**src/sgcb_defs.vh**
```
`ifndef SGCB_DEFS_VH
`define SGCB_DEFS_VH

// register offsets (byte addresses on the plain register port)
`define SGCB_ADDR_W            8
`define SGCB_OFF_FRAME_LEN     8'h04
`define SGCB_OFF_VLAN_QUEUE    8'h05
`define SGCB_OFF_HOST_PORT     8'h06

// frame length register fields
`define SGCB_BIT_HUGE          2
`define SGCB_BIT_LEGAL_CHK     1
`define SGCB_BIT_LEN_RSVD      0
`define SGCB_RST_FRAME_LEN     8'h00
`define SGCB_MASK_FRAME_LEN    8'hFE

// vlan / queue register fields
`define SGCB_BIT_VLAN_EN       7
`define SGCB_BIT_IGMP_EN       6
`define SGCB_BIT_WFQ_EN        3
`define SGCB_BIT_SNIFF_AND     0
`define SGCB_RST_VLAN_QUEUE    8'h00
`define SGCB_MASK_VLAN_QUEUE   8'hC9

// host port register fields
`define SGCB_BIT_HALF_DUP      6
`define SGCB_BIT_FLOW_EN       5
`define SGCB_BIT_SPEED_10      4
`define SGCB_BIT_NULL_VID      3
`define SGCB_RST_HOST_PORT     8'h20
`define SGCB_MASK_HOST_PORT    8'h78

// frame length limits in bytes
`define SGCB_LEN_W             11
`define SGCB_LEN_ANY_MAX       11'h600
`define SGCB_LEN_TAG_MAX       11'h5F2
`define SGCB_LEN_UNTAG_MAX     11'h5EE
`define SGCB_LEN_HUGE_MAX      11'h77C

// weighted fair queue weights q3..q0
`define SGCB_WGT_W             4
`define SGCB_WGT_Q3            4'h8
`define SGCB_WGT_Q2            4'h4
`define SGCB_WGT_Q1            4'h2
`define SGCB_WGT_Q0            4'h1

`endif

```
**src/sgcb_top.v**
```verilog
// Functional notes
// - length check off: accept frames up to and including 1536 bytes.
// - length check on: drop tagged over 1522, untagged over 1518 bytes.
// - bit 7 enables 802.1Q VLAN; software fills VLAN table first.
// - IGMP snoop bit forwards every IGMP frame to the host MII port.
// - fair queuing off: per-port priority bit selects scheduling method.
// - fair queuing with all queues busy shares bandwidth 8:4:2:1.
// - unless all queues are busy, highest busy queue gets one extra weight; empty queues get zero.
// - sniff select one needs both ports matching, zero needs either.
// - host MII port half duplex when bit 6 set, else full.
// - bit 5 enables host MII pause flow control; resets to one.
// - host MII port runs 10 Mbps when bit 4 set, else 100.
// - null VLAN ID replaced by ingress port default VID when enabled.
// - reserved bits of all three registers read zero.
// - huge frame bit accepts up to 1916 bytes, overriding the check.
//
// The plain strobed port was decided locally.
`timescale 1ns/1ps
`include "sgcb_defs.vh"

module sgcb_top (
  input  wire                    clk_in,
  input  wire                    rst_n_in,
  input  wire                    ce_in,
  // register port
  input  wire [`SGCB_ADDR_W-1:0] reg_addr_in,
  input  wire [7:0]              reg_wdata_in,
  input  wire                    reg_wr_in,
  input  wire                    reg_rd_in,
  output reg  [7:0]              reg_rdata_out,
  // ingress frame descriptor
  input  wire                    frm_valid_in,
  input  wire [`SGCB_LEN_W-1:0]  frm_len_in,
  input  wire                    frm_tagged_in,
  input  wire                    frm_igmp_in,
  input  wire                    frm_src_match_in,
  input  wire                    frm_dst_match_in,
  input  wire [11:0]             frm_vid_in,
  input  wire [11:0]             port_default_vid_in,
  output reg                     frm_done_out,
  output reg                     frm_drop_out,
  output reg                     frm_mirror_out,
  output reg                     frm_to_host_out,
  output reg  [11:0]             frm_vid_out,
  // egress scheduler
  input  wire [2:0]              port_strict_in,
  input  wire [1:0]              port_sel_in,
  input  wire [3:0]              q_busy_in,
  input  wire                    slot_in,
  output reg  [1:0]              grant_q_out,
  output reg                     grant_vld_out,
  // settings to the datapath
  output reg                     vlan_en_out,
  output reg                     igmp_snoop_out,
  output reg                     host_half_dup_out,
  output reg                     host_flow_en_out,
  output reg                     host_speed_10_out
);

  reg  [7:0] frame_len_reg;
  reg  [7:0] vlan_queue_reg;
  reg  [7:0] host_port_reg;
  reg  [7:0] rd_next;

  wire       chk_done;
  wire       chk_drop;
  wire       chk_mirror;
  wire [1:0] sch_q;
  wire       sch_vld;

  // writes keep only implemented bits; reserved ones stay zero
  always @(posedge clk_in) begin
    if (!rst_n_in) begin
      frame_len_reg  <= `SGCB_RST_FRAME_LEN;
      vlan_queue_reg <= `SGCB_RST_VLAN_QUEUE;
      host_port_reg  <= `SGCB_RST_HOST_PORT;
    end else if (ce_in && reg_wr_in) begin
      case (reg_addr_in)
        // bit 0 is masked: a stray one from software cannot stick
        `SGCB_OFF_FRAME_LEN:  frame_len_reg  <= reg_wdata_in & `SGCB_MASK_FRAME_LEN;
        `SGCB_OFF_VLAN_QUEUE: vlan_queue_reg <= reg_wdata_in & `SGCB_MASK_VLAN_QUEUE;
        `SGCB_OFF_HOST_PORT:  host_port_reg  <= reg_wdata_in & `SGCB_MASK_HOST_PORT;
        default: ;
      endcase
    end
  end

  // read mux; unmapped addresses read zero
  always @* begin
    case (reg_addr_in)
      `SGCB_OFF_FRAME_LEN:  rd_next = frame_len_reg;
      `SGCB_OFF_VLAN_QUEUE: rd_next = vlan_queue_reg;
      `SGCB_OFF_HOST_PORT:  rd_next = host_port_reg;
      default:              rd_next = 8'h00;
    endcase
  end

  // read data held only in the cycle after the strobe
  always @(posedge clk_in) begin
    if (!rst_n_in) begin
      reg_rdata_out <= 8'h00;
    end else if (ce_in) begin
      reg_rdata_out <= reg_rd_in ? rd_next : 8'h00;
    end
  end

  // settings registered out; they follow the control bits live
  always @(posedge clk_in) begin
    if (!rst_n_in) begin
      vlan_en_out       <= 1'b0;
      igmp_snoop_out    <= 1'b0;
      host_half_dup_out <= 1'b0;
      host_flow_en_out  <= 1'b0;
      host_speed_10_out <= 1'b0;
    end else if (ce_in) begin
      vlan_en_out       <= vlan_queue_reg[`SGCB_BIT_VLAN_EN];
      igmp_snoop_out    <= vlan_queue_reg[`SGCB_BIT_IGMP_EN];
      host_half_dup_out <= host_port_reg[`SGCB_BIT_HALF_DUP];
      host_flow_en_out  <= host_port_reg[`SGCB_BIT_FLOW_EN];
      host_speed_10_out <= host_port_reg[`SGCB_BIT_SPEED_10];
    end
  end

  // length verdict and mirroring; settings sampled per frame
  sgcb_frame_check u_chk (
    .clk_in           (clk_in),
    .rst_n_in         (rst_n_in),
    .ce_in            (ce_in),
    .huge_en_in       (frame_len_reg[`SGCB_BIT_HUGE]),
    .legal_chk_in     (frame_len_reg[`SGCB_BIT_LEGAL_CHK]),
    .sniff_and_in     (vlan_queue_reg[`SGCB_BIT_SNIFF_AND]),
    .frm_valid_in     (frm_valid_in),
    .frm_len_in       (frm_len_in),
    .frm_tagged_in    (frm_tagged_in),
    .frm_src_match_in (frm_src_match_in),
    .frm_dst_match_in (frm_dst_match_in),
    .frm_done_out     (chk_done),
    .frm_drop_out     (chk_drop),
    .frm_mirror_out   (chk_mirror)
  );

  sgcb_wfq_sched u_sch (
    .clk_in         (clk_in),
    .rst_n_in       (rst_n_in),
    .ce_in          (ce_in),
    .wfq_en_in      (vlan_queue_reg[`SGCB_BIT_WFQ_EN]),
    .port_strict_in (port_strict_in),
    .port_sel_in    (port_sel_in),
    .q_busy_in      (q_busy_in),
    .slot_in        (slot_in),
    .grant_q_out    (sch_q),
    .grant_vld_out  (sch_vld)
  );

  // igmp forward and vid replacement, one cycle ahead of the length verdict
  always @(posedge clk_in) begin
    if (!rst_n_in) begin
      frm_to_host_out <= 1'b0;
      frm_vid_out     <= 12'h000;
    end else if (ce_in) begin
      frm_to_host_out <= frm_valid_in & frm_igmp_in &
                         vlan_queue_reg[`SGCB_BIT_IGMP_EN];
      if (frm_valid_in) begin
        frm_vid_out <= (host_port_reg[`SGCB_BIT_NULL_VID] && (frm_vid_in == 12'h000)) ?
                       port_default_vid_in : frm_vid_in;
      end
    end
  end

  // one more stage so every output leaves from a top-level flop
  always @(posedge clk_in) begin
    if (!rst_n_in) begin
      frm_done_out   <= 1'b0;
      frm_drop_out   <= 1'b0;
      frm_mirror_out <= 1'b0;
      grant_q_out    <= 2'h0;
      grant_vld_out  <= 1'b0;
    end else if (ce_in) begin
      frm_done_out   <= chk_done;
      frm_drop_out   <= chk_drop;
      frm_mirror_out <= chk_mirror;
      grant_q_out    <= sch_q;
      grant_vld_out  <= sch_vld;
    end
  end

endmodule

```
**src/sgcb_frame_check.v**
```verilog
`timescale 1ns/1ps
`include "sgcb_defs.vh"

// registered per-frame length verdict and mirror decision
module sgcb_frame_check (
  input  wire                   clk_in,
  input  wire                   rst_n_in,
  input  wire                   ce_in,
  input  wire                   huge_en_in,
  input  wire                   legal_chk_in,
  input  wire                   sniff_and_in,
  input  wire                   frm_valid_in,
  input  wire [`SGCB_LEN_W-1:0] frm_len_in,
  input  wire                   frm_tagged_in,
  input  wire                   frm_src_match_in,
  input  wire                   frm_dst_match_in,
  output reg                    frm_done_out,
  output reg                    frm_drop_out,
  output reg                    frm_mirror_out
);

  reg [`SGCB_LEN_W-1:0] limit;

  // huge frames override the legal check
  always @* begin
    if (huge_en_in) begin
      limit = `SGCB_LEN_HUGE_MAX;
    end else if (legal_chk_in) begin
      limit = frm_tagged_in ? `SGCB_LEN_TAG_MAX : `SGCB_LEN_UNTAG_MAX;
    end else begin
      limit = `SGCB_LEN_ANY_MAX;
    end
  end

  // verdict lands one cycle after the frame descriptor
  always @(posedge clk_in) begin
    if (!rst_n_in) begin
      frm_done_out   <= 1'b0;
      frm_drop_out   <= 1'b0;
      frm_mirror_out <= 1'b0;
    end else if (ce_in) begin
      frm_done_out   <= frm_valid_in;
      frm_drop_out   <= frm_valid_in & (frm_len_in > limit);
      frm_mirror_out <= frm_valid_in & (sniff_and_in ?
                        (frm_src_match_in & frm_dst_match_in) :
                        (frm_src_match_in | frm_dst_match_in));
    end
  end

endmodule

```
**src/sgcb_wfq_sched.v**
```verilog
`timescale 1ns/1ps
`include "sgcb_defs.vh"

// egress queue picker: weighted fair, strict priority or round robin
module sgcb_wfq_sched (
  input  wire       clk_in,
  input  wire       rst_n_in,
  input  wire       ce_in,
  input  wire       wfq_en_in,
  input  wire [2:0] port_strict_in,
  input  wire [1:0] port_sel_in,
  input  wire [3:0] q_busy_in,
  input  wire       slot_in,
  output reg  [1:0] grant_q_out,
  output reg        grant_vld_out
);

  localparam ST_IDLE = 2'b01;
  localparam ST_RUN  = 2'b10;

  reg [1:0]             state_reg;
  reg [1:0]             cur_q_reg;
  reg [`SGCB_WGT_W-1:0] credit_reg;
  reg [1:0]             top_q;
  reg [1:0]             next_q;
  reg                   strict;

  // base weight, plus one for the highest non-empty queue unless all four are busy
  function [`SGCB_WGT_W-1:0] weight;
    input [1:0] q;
    input [3:0] busy;
    input [1:0] top;
    reg   [`SGCB_WGT_W-1:0] base;
    begin
      case (q)
        2'h3:    base = `SGCB_WGT_Q3;
        2'h2:    base = `SGCB_WGT_Q2;
        2'h1:    base = `SGCB_WGT_Q1;
        default: base = `SGCB_WGT_Q0;
      endcase
      if (!busy[q]) begin
        weight = 4'h0;
      end else if ((busy != 4'hF) && (q == top)) begin
        weight = base + 4'h1;
      end else begin
        weight = base;
      end
    end
  endfunction

  // highest busy queue and next busy queue below the current one
  always @* begin
    top_q  = q_busy_in[3] ? 2'h3 : q_busy_in[2] ? 2'h2 : q_busy_in[1] ? 2'h1 : 2'h0;
    next_q = cur_q_reg - 2'h1;
    if (!q_busy_in[next_q]) next_q = next_q - 2'h1;
    if (!q_busy_in[next_q]) next_q = next_q - 2'h1;
    if (!q_busy_in[next_q]) next_q = next_q - 2'h1;
    // strict priority per port when fair queuing is off
    strict = (port_sel_in < 2'h3) ? port_strict_in[port_sel_in] : 1'b0;
  end

  always @(posedge clk_in) begin
    if (!rst_n_in) begin
      state_reg     <= ST_IDLE;
      cur_q_reg     <= 2'h0;
      credit_reg    <= 4'h0;
      grant_q_out   <= 2'h0;
      grant_vld_out <= 1'b0;
    end else if (ce_in) begin
      grant_vld_out <= 1'b0;
      case (state_reg)
        ST_IDLE: begin
          if (slot_in && (q_busy_in != 4'h0)) begin
            if (wfq_en_in) begin
              cur_q_reg     <= top_q;
              credit_reg    <= weight(top_q, q_busy_in, top_q) - 4'h1;
              grant_q_out   <= top_q;
              grant_vld_out <= 1'b1;
              state_reg     <= ST_RUN;
            end else begin
              // non-strict ports get plain round robin across busy queues
              grant_q_out   <= strict ? top_q : next_q;
              cur_q_reg     <= strict ? top_q : next_q;
              grant_vld_out <= 1'b1;
            end
          end
        end
        ST_RUN: begin
          if (!wfq_en_in || (q_busy_in == 4'h0)) begin
            state_reg <= ST_IDLE; // fair mode left on the fly
          end else if (slot_in) begin
            grant_vld_out <= 1'b1;
            if ((credit_reg != 4'h0) && q_busy_in[cur_q_reg]) begin
              credit_reg  <= credit_reg - 4'h1;
              grant_q_out <= cur_q_reg;
            end else begin
              cur_q_reg   <= next_q;
              credit_reg  <= weight(next_q, q_busy_in, top_q) - 4'h1;
              grant_q_out <= next_q;
            end
          end
        end
        default: state_reg <= ST_IDLE;
      endcase
    end
  end

endmodule

```
**config.mk**
```make
export PLATFORM = sky130hd
export DESIGN_NAME = sgcb_top
export DESIGN_NICKNAME = d
export VERILOG_FILES = /design/src/sgcb_top.v /design/src/sgcb_frame_check.v /design/src/sgcb_wfq_sched.v
export VERILOG_INCLUDE_DIRS = /design/src /design/src/src
export SDC_FILE = /design/constraint.sdc
export NUM_CORES = 1
export LEC_CHECK = 0
export ABC_AREA = 1
export BUFFER_PORTS_ARGS = -buffer_cell sky130_fd_sc_hd__buf_2
export CAP_MARGIN = 0
export CORE_ASPECT_RATIO = 1.4
export CORE_MARGIN = 2
export CORE_UTILIZATION = 46
export CTS_BUF_LIST = sky130_fd_sc_hd__clkbuf_4 sky130_fd_sc_hd__clkbuf_8 sky130_fd_sc_hd__clkbuf_16
export DETAILED_ROUTE_END_ITERATION = 6
export GPL_TIMING_DRIVEN = 0
export PLACE_DENSITY = 0.79
export SLEW_MARGIN = 5
export SYNTH_ARGS = -nofsm -noshare
export SYNTH_HDL_FRONTEND = slang
export SYNTH_SLANG_ARGS = --single-unit
```
**constraint.sdc**
```tcl
create_clock -name clk_in -period 2.6 [get_ports clk_in]
set_clock_uncertainty 0.1 [all_clocks]
set_input_delay 0.26 -clock clk_in [delete_from_list [all_inputs] [get_ports clk_in]]
set_output_delay 0.26 -clock clk_in [all_outputs]
set_load 0.02 [all_outputs]
```
# == Word level (Yosys, flattened, before mapping) ==
# Cells that the tools add are included.
# word_totals
in_bits,71
out_inout_bits,32
regBits,59
# classes
n_addsub,9
n_reduce_logical,19
bitwise,6
eq_ne,19
n_mux,77
n_lt_le_gt_ge,9
# op_table
cell,n
$mux W4,31
$mux W2,14
$eq A8 B3 Y1 const B,3
$pmux W4 S3,2
$pmux W8 S3,1
$mux W11,2
$lt A2 B3 Y1 const B,7
$bmux W1 S2,7
$mux W1,13
$logic_not A12 Y1,1
$mux W12,1
$reduce_and A6 Y1,2
$sub A4 B1 Y4 const B,3
$gt A11 B11 Y1,1
$eq A2 B2 Y1 const B,5
$add A4 B1 Y4 const B,2
$mux W8,1
$pmux W2 S2,2
$pmux W4 S2,1
$reduce_and A2 Y1,4
$reduce_bool A4 Y1,2
$sub A2 B1 Y2 const B,4
$eq A2 B1 Y1 const B,3
$ne A2 B2 Y1 const B,3
other kinds (15),24

# == Depth between registers and ports, before layout ==
# logic_depth
ltp_word,32
depth_mapped,26
depth_no_buf,26

# == Hierarchy ==
# Synthesis repeated with hierarchy kept, for this count alone.
# hier_totals
cells_unflattened,535
hier_area_um2,3545.9
# by_module_without_submodules
module,area_each_um2,cells_per_inst,seq_area_each_um2,n_inst
sgcb_top,2034.5,284,940.9,1
sgcb_wfq_sched,1094.8,184,180.2,1
sgcb_frame_check,416.6,67,60.1,1

# == Least setup slack after synthesis ==
# OpenSTA, ideal clock, no wires.
# synth_timing
kind,reg-to-reg
startpoint,"register, netlist name u_sch.grant_q_out[0]"
endpoint,register u_sch.credit_reg[2]
setup_slack_ns,0.064
arrival_time_ns,2.322
n_path_buf,1
path_stages_with_launch,27
synth_period_minus_slack_ns,2.536
path_cell_list,dfxtp_1 -> buf_4 -> nand2_1 -> nand2_1 -> nand2_4 -> nand2_1 -> nand2_1 -> nand2_2 -> nand3_2 -> nand2_2 -> nand2_2 -> nand2_2 -> nand2_2 -> nand2_1 -> nand2_1 -> nor2_2 -> nand3_1 -> nand2_1 -> nand3_1 -> nand2_1 -> nand2_1 -> nand2_1 -> inv_1 -> ha_1 -> xnor2_1 -> o21ai_1 -> inv_1
# synth_lines
element,line_no,rtl
to (signal assigned),sgcb_wfq_sched.v:76,"credit_reg <= weight(top_q, q_busy_in, top_q) - 4'h1;"
to (signal assigned),sgcb_wfq_sched.v:94,credit_reg <= credit_reg - 4'h1;
to (signal assigned),sgcb_wfq_sched.v:98,"credit_reg <= weight(next_q, q_busy_in, top_q) - 4'h1;"
to (decl),sgcb_wfq_sched.v:23,reg [`SGCB_WGT_W-1:0] credit_reg;

==> results.sh <==
export IMPL_first_global_vias=3432
export IMPL_clk_latency_ns=0.33
export IMPL_cp_top_family="simple AND/OR/NAND/NOR gates"
export IMPL_grt_pass1_wl_um=14800
export IMPL_violations="setup timing"
export IMPL_synth_simple_area_share_pct=26.5
export IMPL_pwr_share_seq_pct=38.7
export IMPL_cp_num_buf_inv=4
export IMPL_clock_path_buffers=2
export IMPL_p_int_mw=1.66
export IMPL_die_height_um=103
export IMPL_synth_area_um2=3220
export IMPL_switching_share_pct=34.4
export IMPL_status="finished, violations left"
export IMPL_crit_type="flop to flop"
export IMPL_synthAdderAreaFrac_pct=4.66
export IMPL_std_cell_rows=36
export IMPL_yosysTopAreaCell="dfxtp_1"
export IMPL_hold_viol=0
export IMPL_clk_pin_slew_worst_paths_ns=0.06
export IMPL_via_per_inst=5.19
export IMPL_crit_arrival_ns=2.90
export IMPL_synth_edff_count=0
export IMPL_dp_cells=673
export IMPL_final_cells=700
export IMPL_detail_route_antenna_nets=0
export IMPL_synth_flop_cell="dfxtp_1"
export IMPL_synth_compound_area_share_pct=22.7
export IMPL_syn_inst=477
export IMPL_p_leak_nw=2.02
export IMPL_slew_headroom_pct=61.6
export IMPL_drc=0
export IMPL_ioPinCount=103
export IMPL_syn_avg_cell_area_um2=6.76
export IMPL_drive_gt1_share_pct=28.1
export IMPL_clock_sinks=59
export IMPL_coreArea_um2=6890
export IMPL_muxShareOfSynthArea_pct=0
export IMPL_synth_nets=560
export IMPL_fin_area_um2=4260
export IMPL_cts_max_level=3
export IMPL_power_frac_comb_pct=33.0
export IMPL_grt_max_degree=11
export IMPL_cts_buffers=9
export IMPL_yosys_warnings=0
export IMPL_placed_area_um2=3850
export IMPL_reg2regPathDepth=24
export IMPL_crit_top_cell="nand2_2"
export IMPL_reg2reg_from="u_sch.grant_q_out[0]"
export IMPL_max_freq_mhz=361
export IMPL_ir_drop_mv=0.366
export IMPL_path_depth=24
export IMPL_slowest_delay_ns=0.36
export IMPL_avgRoutedWirePerCell_um=13.2
export IMPL_syn_to_final_growth_pct=32.1
export IMPL_fin_crit_ns=2.77
export IMPL_startpoint="u_sch.grant_q_out[0]"
export IMPL_dr_pass1_iters=4
export IMPL_worstPathMaxFanout=5
export IMPL_n_fill_cell=628
export IMPL_slowest_stage="dfxtp_4"
export IMPL_yosys_area_share_xor_xnor_pct=0.272
export IMPL_p_sw_uw=871
export IMPL_path_cells="buf_6 -> nand2_2 -> nand2_2 -> nand2_4 -> o2111ai_4 -> buf_6 -> o21ai_2 -> nand2_2 -> nand2_2 -> nand2_2 -> nand2_1 -> nand2_1 -> nor2_2 -> nand3_1 -> nand2_1 -> nand3_1 -> nand2_1 -> nand2_1 -> nand2_2 -> inv_2 -> ha_4 -> xnor2_1 -> o21ai_1 -> inv_1"
export IMPL_drv_slew=0
export IMPL_synthArstFlopShare_pct=0
export IMPL_initial_utilization_pct=46.8
export IMPL_largest_reg_flops=12
export IMPL_drt_initial_drc_count=114
export IMPL_clkPwrFrac_pct=28.3
export IMPL_synth_area_leaders="dfxtp_1 37%, nand2_1 11%, a21oi_1 7.8%"
export IMPL_finalSetupViolations=3
export IMPL_cp_start_kind="flop"
export IMPL_ys_seq_area_share_pct=36.6
export IMPL_required_ns=2.73
export IMPL_port_buffers=101
export IMPL_synth_top_area_share_pct=36.6
export IMPL_maxCapViolCount=0
export IMPL_cts_tree="yes"
export IMPL_antenna_found_initial=0
export IMPL_postLayoutSetupSlackWorst_ns=-0.173
export IMPL_worstMarginPinSlew_ns=0.575
export IMPL_n_antenna_cell=0
export IMPL_clock_tree_root_cell="clkbuf_8"
export IMPL_die_area_um2=7700
export IMPL_total_power_mw=2.53
export IMPL_grt_util_all_layers_pct=24.6
export IMPL_post_route_period_util_pct=107
export IMPL_synth_seq_cells=59
export IMPL_overflow=0
export IMPL_globalplace_congestion=0.897
export IMPL_reg2reg_slack_ns=-0.17
export IMPL_hold_path_class="input port to flop"
export IMPL_die_w_um=74.8
export IMPL_hpwl_um=6890
export IMPL_cp_endpoint="u_sch.credit_reg[2]"
export IMPL_wl_um=9240
export IMPL_r2r_end="u_sch.credit_reg[2]"
export IMPL_nNetsFinal=684
export IMPL_critPathCaptureType="flop"
export IMPL_vias=3631
export IMPL_synth_top_family_by_area="simple AND/OR/NAND/NOR gates"
export IMPL_rsz0062_at_grt="yes"
export IMPL_ys_types=37
export IMPL_cellPowerDensity_nw_per_um2=594
Yosys cell counts, types with 5 or more instances:
cell type,instances
nand3_1,26
o21ai_0,48
nor2_1,47
nand2_2,11
inv_1,61
a31oi_1,5
ha_1,12
nor3_1,7
nor4_1,5
a21oi_1,50
nand2_1,94
clkbuf_1,11
dfxtp_1,59
stage by stage:
stage,worst slack (ns),TNS (ns),utilization (%),hold WS [ns]
6_report,-0.173,-0.314,61.8,0.0612
5_1_grt,-0.403,-1.11,61.8,0.0717
4_1_cts,-0.0837,-0.0837,59.7,0.0538
3_5_place_dp,-0.207,-0.451,55.8,0.353
3_3_place_gp,-0.196,-0.385,55.8,0.344
2_1_floorplan,0.0645,0,-,0.286
worst register-to-register path, stage by stage, from the launching register on:
cell,delay [ns]
dfxtp_4,0.36
buf_6,0.12
nand2_2,0.06
nand2_2,0.06
nand2_4,0.10
o2111ai_4,0.17
buf_6,0.17
o21ai_2,0.14
nand2_2,0.10
nand2_2,0.08
nand2_2,0.06
nand2_1,0.06
nand2_1,0.06
nor2_2,0.13
nand3_1,0.08
nand2_1,0.07
nand3_1,0.06
nand2_1,0.07
nand2_1,0.06
nand2_2,0.08
inv_2,0.04
ha_4,0.15
xnor2_1,0.12
o21ai_1,0.13
inv_1,0.04
how the worst min path moves through the flow:
stage	from	end	slack, ns	cells past startpoint
after global placement	frame_len_reg[7]	frame_len_reg[7]	0.34	2
final	reg_wdata_in[5]	host_port_reg[5]	0.06	3
after global routing	port_default_vid_in[9]	frm_vid_out[9]	0.07	3
after detailed placement	frame_len_reg[7]	frame_len_reg[7]	0.35	2
after CTS	reg_wdata_in[5]	host_port_reg[5]	0.05	3
after floorplan	reg_wdata_in[5]	host_port_reg[5]	0.29	2
cell type report:
| cell class | instances | area [um^2] | share of cell area [%] |
|---|---|---|---|
| clock buffers | 12 | 153 | 3.58 |
| multi-input cells | 340 | 1880 | 44.0 |
| well taps | 95 | 119 | 2.79 |
| clock inverters | 3 | 15.0 | 0.352 |
| repair buffers | 113 | 603 | 14.2 |
| plain buffers | 13 | 57.6 | 1.35 |
| flip-flops and latches | 59 | 1190 | 27.9 |
| inverters | 65 | 249 | 5.84 |
cells by family (layout without fill, tap and decap cells):
kind of cell | Yosys count | count (layout)
and+or+nand+nor | 198 | 198
AOI/OAI and AO/OA | 129 | 129
xor gates and xnor gates | 1 | 1
DFF | 59 | 59
adders and majority gates | 12 | 12
buffers and inverters | 78 | 206
metal layers:
layer	GRT usage [%]	share of wire [%]	vias up
met3	4.69	5.5	24
li1	-	-	1842
met1	27.3	40	1651
met5	0	0	-
met4	10.9	2.3	0
met2	44.6	53	114
repair_timing:
action                                  4_1_cts  5_1_grt
gates resized for setup                      13       23
pin swaps                                     6       20
endpoints found under the setup margin        2       12
setup buffers                                 6        6
hold buffers                                  0        0
power by group through the flow:
stage / logic (mW) / registers (mW) / clock network (mW)
detailed placement: 0.675 / 0.992 / 0
global route: 0.931 / 0.982 / 0.766
CTS: 0.737 / 0.975 / 0.724
finish: 0.835 / 0.978 / 0.717
global placement: 0.658 / 0.992 / 0
floorplan: 0.468 / 1.01 / 0
placed cells by master (no fill, tap or decap), types with 2 or more instances in the layout:
master	Yosys	routed
a21oi_2	1	3
nand3_1	26	23
o2111ai_4	0	2
o21ai_2	1	2
clkbuf_1	11	11
dfxtp_4	0	2
o211ai_1	4	4
ha_1	12	11
clkinv_2	0	3
inv_1	61	59
nor3_1	7	6
a31oi_1	5	5
nor2_1	47	47
nor4_1	5	5
a21oi_1	50	48
nand2_1	94	87
o22ai_1	2	2
a32oi_1	2	2
o21ai_0	48	48
o221ai_1	3	3
o21a_1	2	2
a211oi_1	3	3
clkinv_1	3	3
nand4_1	4	4
nand2_2	11	15
nand2_4	1	4
buf_4	1	10
inv_4	0	2
clkbuf_8	0	10
clkbuf_4	0	2
dfxtp_1	59	57
buf_2	0	101
nand3_2	1	3
buf_6	0	3
No activity file was read; power rests on OpenSTA's default activity.
